==> src/shared/hbrp_cfg.svh <==
// Timing counts, widths, register window and strap levels of the host read port
`ifndef HBRP_CFG_SVH
`define HBRP_CFG_SVH

// ****************************************************************
// Widths
// ****************************************************************
`define HBRP_ADDR_W         16
`define HBRP_DATA_W         16
`define HBRP_REG_AW         5
`define HBRP_RAM_AW_DEF     12
`define HBRP_AGE_W          8

// ****************************************************************
// Timing, in picoseconds, and derived cycle counts
// ****************************************************************
`define HBRP_CLK_PERIOD_PS  10000
`define HBRP_RAM_DONE_PS    437500
`define HBRP_REG_DONE_PS    187500
`define HBRP_RAM_DONE_CYC   ((`HBRP_RAM_DONE_PS + `HBRP_CLK_PERIOD_PS - 1) / `HBRP_CLK_PERIOD_PS)
`define HBRP_REG_DONE_CYC   ((`HBRP_REG_DONE_PS + `HBRP_CLK_PERIOD_PS - 1) / `HBRP_CLK_PERIOD_PS)

// ****************************************************************
// Register window with a floating data bus
// ****************************************************************
`define HBRP_HIDE_LO        5'h18
`define HBRP_HIDE_HI        5'h1f

// ****************************************************************
// Strap levels for the buffered 16-bit mode
// ****************************************************************
`define HBRP_BUS_STYLE_REQ  1'b0
`define HBRP_WIDTH_REQ      1'b1
`define HBRP_ZWAIT_REQ      1'b1

`endif

==> src/shared/hbrp_pkg.sv <==
// Types of the host read port
package hbrp_pkg;
  `include "hbrp_cfg.svh"

  typedef enum logic [5:0] {
    ST_IDLE  = 6'h01,
    ST_SEL   = 6'h02,
    ST_PEND  = 6'h04,
    ST_GRANT = 6'h08,
    ST_DONE  = 6'h10,
    ST_HIGH  = 6'h20
  } hbrp_state_t;

  typedef struct packed {
    hbrp_state_t                state;
    logic [`HBRP_AGE_W-1:0]     age;
    logic                       skew;
    logic                       extra;
    logic                       ctrl_mem;
    logic                       ctrl_rd;
    logic [`HBRP_ADDR_W-1:0]    addr;
    logic [`HBRP_DATA_W-1:0]    data;
    logic                       oe;
    logic                       grant_n;
    logic                       done_n;
    logic                       ram_rd;
    logic                       reg_rd;
    logic                       rd_wait;
    logic                       prev_sel_n;
    logic                       prev_strb_n;
  } hbrp_st_t;
endpackage

==> src/shared/hbrp_pin_if.sv <==
// Synchronised host pins passed from the synchroniser to the port logic
interface hbrp_pin_if;
  logic        sel_n;
  logic        strb_n;
  logic        mem_reg;
  logic        rd_wr;
  logic [15:0] addr;
  logic        pol;
  logic        late;
  logic        hide;
  logic        bus_style;
  logic        width;
  logic        zero_wait;

  modport drv (output sel_n, strb_n, mem_reg, rd_wr, addr, pol, late, hide,
               bus_style, width, zero_wait);
  modport sink (input sel_n, strb_n, mem_reg, rd_wr, addr, pol, late, hide,
                bus_style, width, zero_wait);
endinterface

==> src/core/hbrp_sync.sv <==
// Two-stage synchroniser for every host pin and strap
module hbrp_sync (
  // Clock and reset
  input  wire logic        clk_i,
  input  wire logic        rst_n_i,
  input  wire logic        ce_i,
  // Raw host pins
  input  wire logic        sel_n_i,
  input  wire logic        strb_n_i,
  input  wire logic        mem_reg_i,
  input  wire logic        rd_wr_i,
  input  wire logic [15:0] addr_i,
  input  wire logic        pol_i,
  input  wire logic        late_i,
  input  wire logic        hide_i,
  input  wire logic        bus_style_i,
  input  wire logic        width_i,
  input  wire logic        zero_wait_i,
  // Synchronised copies
  hbrp_pin_if.drv          pin
);
  localparam int W = 26;

  typedef struct packed {
    logic [W-1:0] s2;
    logic [W-1:0] s1;
  } hbrp_sync_st_t;

  hbrp_sync_st_t st_reg;
  hbrp_sync_st_t st_next;
  logic [W-1:0]  raw;

  assign raw = {sel_n_i, strb_n_i, mem_reg_i, rd_wr_i, addr_i, pol_i, late_i,
                hide_i, bus_style_i, width_i, zero_wait_i};

  // First stage is read by the second stage only
  always_comb
  begin
    st_next = st_reg;
    if (ce_i)
    begin
      st_next.s1 = raw;
      st_next.s2 = st_reg.s1;
    end
  end

  always_ff @(posedge clk_i or negedge rst_n_i)
  begin
    if (!rst_n_i)
      st_reg <= '{s2: {2'h3, 24'h000000}, s1: {2'h3, 24'h000000}};
    else
      st_reg <= st_next;
  end

  assign {pin.sel_n, pin.strb_n, pin.mem_reg, pin.rd_wr, pin.addr, pin.pol, pin.late,
          pin.hide, pin.bus_style, pin.width, pin.zero_wait} = st_reg.s2;
endmodule

==> src/core/hbrp_port.sv <==
// Buffered non-zero-wait host read port: grant, latch, read and ready
`include "hbrp_cfg.svh"
// ****************************************************************
// ****************************************************************
module hbrp_port
  import hbrp_pkg::*;
#(
  parameter int RAM_AW = `HBRP_RAM_AW_DEF
) (
  // Clock, reset, enable
  input  wire logic              clk_i,
  input  wire logic              rst_n_i,
  input  wire logic              ce_i,
  // Host control pins
  input  wire logic              host_sel_n_i,
  input  wire logic              host_strobe_n_i,
  input  wire logic              host_mem_reg_i,
  input  wire logic              host_rd_wr_i,
  input  wire logic [15:0]       host_addr_i,
  // Straps
  input  wire logic              polarity_strap_i,
  input  wire logic              late_sel_strap_i,
  input  wire logic              hide_regs_strap_i,
  input  wire logic              bus_style_strap_i,
  input  wire logic              width_strap_i,
  input  wire logic              zero_wait_strap_i,
  // Host answer pins
  output logic                   io_grant_n_o,
  output logic                   cycle_done_n_o,
  output logic [15:0]            host_data_o,
  output logic                   host_data_oe_o,
  // Internal RAM side
  input  wire logic              ram_busy_i,
  output logic                   ram_rd_o,
  output logic [RAM_AW-1:0]      ram_addr_o,
  input  wire logic [15:0]       ram_rd_data_i,
  // Internal register side
  output logic                   reg_rd_o,
  output logic [4:0]             reg_addr_o,
  input  wire logic [15:0]       reg_rd_data_i
);

  // ****************************************************************
  // Reset release and synchronised pins
  // ****************************************************************
  logic       rst_s1;
  logic       rst_q;
  hbrp_pin_if pin ();

  always_ff @(posedge clk_i or negedge rst_n_i)
  begin
    if (!rst_n_i)
    begin
      rst_s1 <= 1'b0;
      rst_q  <= 1'b0;
    end
    else
    begin
      rst_s1 <= 1'b1;
      rst_q  <= rst_s1;
    end
  end

  hbrp_sync u_sync (
    .clk_i       (clk_i),
    .rst_n_i     (rst_q),
    .ce_i        (ce_i),
    .sel_n_i     (host_sel_n_i),
    .strb_n_i    (host_strobe_n_i),
    .mem_reg_i   (host_mem_reg_i),
    .rd_wr_i     (host_rd_wr_i),
    .addr_i      (host_addr_i),
    .pol_i       (polarity_strap_i),
    .late_i      (late_sel_strap_i),
    .hide_i      (hide_regs_strap_i),
    .bus_style_i (bus_style_strap_i),
    .width_i     (width_strap_i),
    .zero_wait_i (zero_wait_strap_i),
    .pin         (pin)
  );

  // ****************************************************************
  // Helpers
  // ****************************************************************
  function automatic logic is_read(input logic rd_wr, input logic pol);
    is_read = pol ? rd_wr : !rd_wr;
  endfunction

  function automatic logic in_hidden(input logic [4:0] a);
    in_hidden = (a >= `HBRP_HIDE_LO) && (a <= `HBRP_HIDE_HI);
  endfunction

  function automatic logic [`HBRP_AGE_W-1:0] done_age(input logic mem, input logic extra);
    logic [`HBRP_AGE_W-1:0] n;
    n = mem ? `HBRP_AGE_W'(`HBRP_RAM_DONE_CYC) : `HBRP_AGE_W'(`HBRP_REG_DONE_CYC);
    done_age = n - `HBRP_AGE_W'(1) + {{(`HBRP_AGE_W-1){1'b0}}, extra};
  endfunction

  // ****************************************************************
  // Port sequencer
  // ****************************************************************
  hbrp_st_t st_reg;
  hbrp_st_t st_next;
  logic     sel_low;
  logic     strb_low;
  logic     cfg_ok;
  logic     mem_now;
  logic     rd_now;

  assign sel_low  = !pin.sel_n;
  assign strb_low = !pin.strb_n;
  assign cfg_ok   = (pin.bus_style == `HBRP_BUS_STYLE_REQ) && (pin.width == `HBRP_WIDTH_REQ)
                    && (pin.zero_wait == `HBRP_ZWAIT_REQ);
  assign mem_now  = (st_reg.age == '0) ? pin.mem_reg : st_reg.ctrl_mem;
  assign rd_now   = (st_reg.age == '0) ? is_read(pin.rd_wr, pin.pol) : st_reg.ctrl_rd;

  always_comb
  begin
    st_next        = st_reg;
    st_next.ram_rd = 1'b0;
    st_next.reg_rd = 1'b0;
    if (ce_i)
    begin
      st_next.prev_sel_n  = pin.sel_n;
      st_next.prev_strb_n = pin.strb_n;
      st_next.rd_wait     = st_reg.ram_rd | st_reg.reg_rd;
      case (st_reg.state)
        ST_IDLE:
        begin
          if (strb_low && cfg_ok)
          begin
            if (pin.late)
              st_next.state = ST_SEL;
            else if (sel_low)
            begin
              st_next.skew  = st_reg.prev_sel_n != st_reg.prev_strb_n;
              st_next.state = ST_PEND;
              if (!ram_busy_i)
              begin
                st_next.grant_n = 1'b0;
                st_next.age     = '0;
                st_next.extra   = st_reg.prev_sel_n != st_reg.prev_strb_n;
                st_next.state   = ST_GRANT;
              end
            end
          end
        end
        ST_SEL:
        begin
          st_next.skew = 1'b0;
          if (!sel_low)
            st_next.state = ST_HIGH;
          else if (!ram_busy_i)
          begin
            st_next.grant_n = 1'b0;
            st_next.age     = '0;
            st_next.extra   = 1'b0;
            st_next.state   = ST_GRANT;
          end
          else
            st_next.state = ST_PEND;
        end
        ST_PEND:
        begin
          if (!strb_low)
            st_next.state = ST_IDLE;
          else if (!ram_busy_i && (pin.late || sel_low))
          begin
            st_next.grant_n = 1'b0;
            st_next.age     = '0;
            st_next.extra   = st_reg.skew && !pin.late;
            st_next.state   = ST_GRANT;
          end
        end
        ST_GRANT:
        begin
          // Select is ignored from here on
          st_next.age = st_reg.age + `HBRP_AGE_W'(1);
          if (st_reg.age == '0)
          begin
            st_next.ctrl_mem = pin.mem_reg;
            st_next.ctrl_rd  = is_read(pin.rd_wr, pin.pol);
          end
          if (st_reg.age == `HBRP_AGE_W'(st_reg.extra))
          begin
            st_next.addr = pin.addr;
            if (rd_now)
            begin
              st_next.ram_rd = mem_now;
              st_next.reg_rd = !mem_now;
            end
          end
          if (st_reg.rd_wait)
          begin
            st_next.data = st_reg.ctrl_mem ? ram_rd_data_i : reg_rd_data_i;
            st_next.oe   = st_reg.ctrl_mem || !pin.hide
                           || !in_hidden(st_reg.addr[4:0]);
          end
          if (!strb_low)
          begin
            st_next.grant_n = 1'b1;
            st_next.oe      = 1'b0;
            st_next.state   = ST_IDLE;
          end
          else if (st_reg.age == done_age(st_reg.ctrl_mem, st_reg.extra))
          begin
            st_next.done_n = 1'b0;
            st_next.state  = ST_DONE;
          end
        end
        ST_DONE:
        begin
          if (!strb_low)
          begin
            st_next.grant_n = 1'b1;
            st_next.done_n  = 1'b1;
            st_next.oe      = 1'b0;
            st_next.state   = ST_IDLE;
          end
        end
        ST_HIGH:
        begin
          if (!strb_low)
            st_next.state = ST_IDLE;
        end
        default:
        begin
          st_next.state   = ST_IDLE;
          st_next.grant_n = 1'b1;
          st_next.done_n  = 1'b1;
          st_next.oe      = 1'b0;
        end
      endcase
    end
  end

  always_ff @(posedge clk_i or negedge rst_q)
  begin
    if (!rst_q)
    begin
      st_reg             <= '0;
      st_reg.state       <= ST_IDLE;
      st_reg.grant_n     <= 1'b1;
      st_reg.done_n      <= 1'b1;
      st_reg.prev_sel_n  <= 1'b1;
      st_reg.prev_strb_n <= 1'b1;
    end
    else
      st_reg <= st_next;
  end

  // ****************************************************************
  // Outputs
  // ****************************************************************
  assign io_grant_n_o   = st_reg.grant_n;
  assign cycle_done_n_o = st_reg.done_n;
  assign host_data_o    = st_reg.data;
  assign host_data_oe_o = st_reg.oe;
  assign ram_rd_o       = st_reg.ram_rd;
  assign ram_addr_o     = st_reg.addr[RAM_AW-1:0];
  assign reg_rd_o       = st_reg.reg_rd;
  assign reg_addr_o     = st_reg.addr[`HBRP_REG_AW-1:0];
endmodule

==> config.mk <==
export PLATFORM = sky130hd
export DESIGN_NAME = hbrp_port
export DESIGN_NICKNAME = d
export VERILOG_FILES = /design/src/shared/hbrp_pkg.sv /design/src/shared/hbrp_pin_if.sv /design/src/core/hbrp_sync.sv /design/src/core/hbrp_port.sv
export VERILOG_INCLUDE_DIRS = /design/src /design/src/shared
export SDC_FILE = /design/constraint.sdc
export NUM_CORES = 1
export LEC_CHECK = 0
export ABC_AREA = 1
export BUFFER_PORTS_ARGS = -buffer_cell sky130_fd_sc_hd__buf_2
export CORE_ASPECT_RATIO = 1.4
export CORE_MARGIN = 2
export CORE_UTILIZATION = 50
export DETAILED_ROUTE_END_ITERATION = 10
export GPL_TIMING_DRIVEN = 0
export PLACE_DENSITY = 0.77
export SKIP_CTS_REPAIR_TIMING = 1
export SLEW_MARGIN = 20
export SYNTH_ARGS = -nofsm -noshare
export SYNTH_HDL_FRONTEND = slang
export SYNTH_SLANG_ARGS = --single-unit
==> constraint.sdc <==
create_clock -name clk_i -period 2.9 [get_ports clk_i]
set_input_delay 0.435 -clock clk_i [delete_from_list [all_inputs] [get_ports clk_i]]
set_output_delay 0.435 -clock clk_i [all_outputs]
set_load 0.01 [all_outputs]
# After elaboration in Yosys (flattened, before gate mapping)
# Index checks and enable logic that the tools add are counted.
# totals
register_bits	108
input_bits	62
output_inout_bits	38
elab_cells	135
# op_classes
n_addsub	3
magnitude_cmp	2
eq_ne	26
n_mux	47
bitwise_logic	4
reduce_logical	33
# op_table
operator	n
$mux W16	3
$mux W6	7
$pmux W8 S4	1
$pmux W6 S5	1
$mux W8	3
$ne A2 B2 Y1 const B	10
$reduce_and A10 Y1	2
$mux W1	17
$mux W14	1
$mux W12	1
$mux W10	1
$reduce_and A5 Y1	2
$ne A3 B2 Y1 const B	3
$pmux W1 S3	3
$reduce_and A3 Y1	3
$add A7 B2 Y8	1
$add A8 B1 Y8 const B	1
$eq A8 B1 Y1	1
$eq A8 B8 Y1	1
$logic_not A1 Y1	8
$logic_not A8 Y1	1
$mux W2	4
$reduce_and A8 Y1	1
$sub A6 B1 Y7 const B	1
27 further kinds	38

# Logic depth before layout (Yosys ltp)
# logic_depth
word_depth	7
depth_mapped	12
mapped_depth_nobuf	12

# Hierarchy
# A second synthesis with hierarchy kept.
# hier_totals
cells_unflattened	689
hier_area_um2	5551.6
# modules_own_cells
mod	instances	cells_each	area_per_inst_um2	seq_area_each_um2
hbrp_port	1	453	3352.0	1407.6
hbrp_sync	1	236	2199.6	1306.3

# Least setup slack after synthesis
# OpenSTA, ideal clock, no wires.
# synth_path
kind	register to register
startpoint	register st_reg[42] (netlist name)
endpoint	register st_reg[55] (netlist name)
setup_ps	118
arrival_time_ps	1411
t_required_ps	2782
slack_ps	1371
path_stages_with_launch	13
path_buffers	0
period_less_slack_ps	1529
cell_sequence	dfrtp_1 -> ha_1 -> inv_1 -> nand2_1 -> nand2_1 -> nor2_1 -> nand3_1 -> nand2_1 -> nand2_1 -> nand2_1 -> nand2_1 -> nand2_1 -> nand2_1
# synth_via
elab_chain_len	4
# synth_rtl
element	line	text
start, declared	hbrp_port.sv:102	hbrp_st_t st_reg;
start signal, assigned	hbrp_port.sv:249	st_reg <= st_next;
$add A7 B2 Y8	hbrp_port.sv:96	done_age = n - `HBRP_AGE_W'(1) + {{(`HBRP_AGE_W-1){1'b0}}, extra};
$eq A8 B8 Y1	hbrp_port.sv:205	else if (st_reg.age == done_age(st_reg.ctrl_mem, st_reg.extra))
$ne A3 B2 Y1 (no line)	-	
$reduce_and A6 Y1 (no line)	-	
# No other way between the ends.
# A chain may end at the register's enable or synchronous reset.

# Worst setup path after layout
# Same ends and word-level chain as after synthesis.

==> metrics.log <==
INFO  metric status = finished, final reports clean
INFO  metric clk-insertion-delay-late = 0.35 ns
INFO  metric grt_use_met2 = 0.381
INFO  metric leakage_power = 3.13 nW
INFO  metric ctsRootBufferMaster = sky130_fd_sc_hd__clkbuf_16
INFO  metric grt_busiest_layer = met2
INFO  metric timing.critical_path.to_type = register
INFO  metric worst_setup_path_start_kind = register
INFO  metric numCtsBuffers = 9
INFO  metric fin_nets = approximately 770
INFO  metric num_io_pins = 100
INFO  metric syn_to_final_growth = 19.9%
INFO  metric arrival_time_of_the_worst_setup_path = around 2 ns
INFO  metric timing_hold_violations_final = 0
INFO  metric cts.clk_slew.worst_paths = 0.07 ns
INFO  metric setup_total_negative_slack = 0 ns
INFO  metric drt_pass1_iterations = 4
INFO  metric synth-seq-cells = 100
INFO  metric global_route.usage.met1 = 0.252
INFO  metric synthCells = approximately 600
INFO  metric route.detailed.drc = 0
INFO  metric largest_reg_flops = 22
INFO  metric clock-sinks = 100
INFO  metric tritoncts_clock_tree = built
INFO  metric grt_max_degree = 56
INFO  metric grt_first_pass_wirelength = 17.7 mm
INFO  metric syn_std_cell_area = ~5000 um^2
INFO  metric routed_wirelength = about 11 mm
INFO  metric timing.slew.headroom = 0.527
INFO  metric worst_ep_required_time = 3.14 ns
INFO  metric design.core.area = roughly 9500 um^2
INFO  metric maxCapViolations = 0
INFO  metric synthDistinctLibCells = 29
INFO  metric post_dp_cell_area = roughly 5500 um^2
INFO  metric yosysWarningCount = 0
INFO  metric n_antenna_cell = 0
INFO  metric final_routed_wire_length_divided_by_cell_count = 13.1 um
INFO  metric vias = around 4,000
INFO  metric initial_antenna_violation_count = 0
INFO  metric layout.core_utilization = 0.616
INFO  metric finalWeightedCongestion = around 0.87
INFO  metric globalRoute.totalOverflow = 0
INFO  metric period_share = 0.616
INFO  metric grt_util_all_layers = 0.215
INFO  metric tightestPinTransition = roughly 0.71 ns
INFO  metric report.final.setup_viol = 0
INFO  metric initial_utilization = 0.514
INFO  metric worst_ir_drop_vdd = about 460 uV
INFO  metric min_path_type = input port to register
INFO  metric place_hpwl = 8.02 mm
INFO  metric final_design_area_no_fill = 5830 um^2
INFO  metric num_rows = 42
INFO  metric grt_util_met3 = 0.0403
INFO  metric h_tree_levels = 3
INFO  metric leading_post_synthesis_cells_by_cell_area = sky130_fd_sc_hd__dfrtp_1, sky130_fd_sc_hd__nand2_1, sky130_fd_sc_hd__buf_4, sky130_fd_sc_hd__o21ai_0, sky130_fd_sc_hd__dfstp_2
INFO  metric layout_min_cycle_time = 1.79 ns
INFO  metric die_h = approximately 120 um
INFO  metric cp_max_fo = 6
INFO  metric postRouteAntennaNets = 0
INFO  metric layout.filler_cells = 840
INFO  metric post_synth.cell_area_avg = 8.09 um^2
INFO  metric fmax = 560 MHz
INFO  metric die_area = 10,500 um^2
INFO  metric synth.top_cell.area_share = 0.469
INFO  metric first_global_vias = just under 4,000
INFO  metric io_buffers = 95
INFO  metric crit_type = register to register
INFO  metric detail_route.iter0.violations = approximately 320
INFO  metric synth_top_area_cell = sky130_fd_sc_hd__dfrtp_1
INFO  metric synth_fp_nets = about 670
INFO  metric clock_skew = between 0.007 and 0.008 ns
INFO  metric die-width = roughly 87 um
INFO  metric cts-root-to-sink-buffers = 2
INFO  metric final_layout_size_suffix_gt1_frac = 0.259
INFO  metric vias_per_cell = between 4 and 5
INFO  metric final_max_slew_viol_count = 0
INFO  metric cellPowerDensity = 887 nW/um^2
INFO  metric register_area = 2520 um^2
INFO  metric setup_repair_after_global_routing_missed_its_margin = false
INFO  metric sequential_fraction_of_the_synthesis_area = 0.517
INFO  metric multi_input_area = approximately 1800 um^2
## worst max-delay path: stages, from the launching register on
cell,delay [ns]
sky130_fd_sc_hd__dfrtp_1,0.42
sky130_fd_sc_hd__ha_1,0.31
sky130_fd_sc_hd__inv_1,0.04
sky130_fd_sc_hd__nand2_1,0.05
sky130_fd_sc_hd__nand2_1,0.05
sky130_fd_sc_hd__nor2_1,0.08
sky130_fd_sc_hd__nand3_1,0.10
sky130_fd_sc_hd__nand2_1,0.09
sky130_fd_sc_hd__nand2_1,0.05
sky130_fd_sc_hd__nand2_1,0.15
sky130_fd_sc_hd__nand2_1,0.17
sky130_fd_sc_hd__nand2_1,0.11
sky130_fd_sc_hd__nand2_1,0.05
## worst paths after layout
check / cells after the start / slack (ns) / startpoint / to
setup / recovery: 12 / 1.11 / st_reg[42] / st_reg[55]
hold / removal: 3 / 0.28 / host_addr_i[3] / u_sync.st_reg[9]
setup reg to reg: 12 / 1.11 / st_reg[42] / st_reg[55]
hold reg to reg: 0 / 0.35 / rst_s1 / rst_q
max in group asynchronous: 1 / 1.83 / rst_q / host_data_o[5]
min in group asynchronous: 0 / 0.39 / rst_q / u_sync.pin.width
## report_power, final
group,leakage [nW],total [mW],internal (mW),switching [mW]
clock,0.161,1.30,0.763,0.540
combinational,1.72,1.93,0.781,1.15
sequential,1.26,1.94,1.71,0.224
total,3.13,5.17,3.26,1.91
## Yosys cell counts (all sizes together)
master	instances
nand4	8
ha	3
nand2	223
clkbuf	13
conb	1
nor2	54
xor2	3
dfstp	9
a31oi	16
buf	39
inv	55
dfrtp	91
o21ai	52
o22ai	1
a21oi	6
nand3	23
nor3b	1
xnor2	1
nor3	2
## area by class of cell
type	count	area share
flip-flops and latches	100	0.432
repair buffers	97	0.0867
plain buffers	52	0.0582
well taps	110	0.0236
clock buffers	9	0.0386
clock inverters	7	0.0165
multi-input cells	394	0.309
inverters	55	0.0354
## metrics by stage
stage	total power, mW	worst slack (ns)	cells	hold slack (ns)
2_1_floorplan	3.34	1.23	601	0.139
3_3_place_gp	3.81	0.693	806	0.220
3_5_place_dp	3.88	1.09	807	0.222
4_1_cts	5.19	1.11	823	-0.145
5_1_grt	5.53	0.849	824	0.285
6_report	5.17	1.11	824	0.284
## routing by layer
metal | vias to the layer above | wire (um)
met5 | - | 0
met4 | 0 | 231
met3 | 24 | 397
met2 | 107 | 5790
met1 | 1892 | 4370
li1 | 2071 | -
## cell families after synthesis
kind of cell,share of synthesized area
other,0.000772
flip-flops,0.517
adder cells (fa/ha/maj),0.00772
buffers and inverters,0.112
AO/OA/AOI/OAI,0.0832
XOR/XNOR,0.00721
AND/OR/NAND/NOR,0.272
## cell usage in the layout (no fill, tap or decap), types with 6 or more instances in the layout
| master | netlist | layout |
|---|---|---|
| sky130_fd_sc_hd__a31oi_1 | 16 | 16 |
| sky130_fd_sc_hd__buf_2 | 4 | 99 |
| sky130_fd_sc_hd__buf_4 | 33 | 33 |
| sky130_fd_sc_hd__clkbuf_1 | 13 | 13 |
| sky130_fd_sc_hd__clkbuf_16 | 0 | 9 |
| sky130_fd_sc_hd__dfrtp_1 | 91 | 90 |
| sky130_fd_sc_hd__dfstp_2 | 9 | 9 |
| sky130_fd_sc_hd__inv_1 | 49 | 49 |
| sky130_fd_sc_hd__inv_2 | 6 | 6 |
| sky130_fd_sc_hd__nand2_1 | 220 | 220 |
| sky130_fd_sc_hd__nand3_1 | 20 | 20 |
| sky130_fd_sc_hd__nand4_1 | 8 | 8 |
| sky130_fd_sc_hd__nor2_1 | 44 | 44 |
| sky130_fd_sc_hd__nor2_4 | 7 | 7 |
| sky130_fd_sc_hd__o21ai_0 | 49 | 49 |
Note: power is estimated with default switching activity, not from simulation.
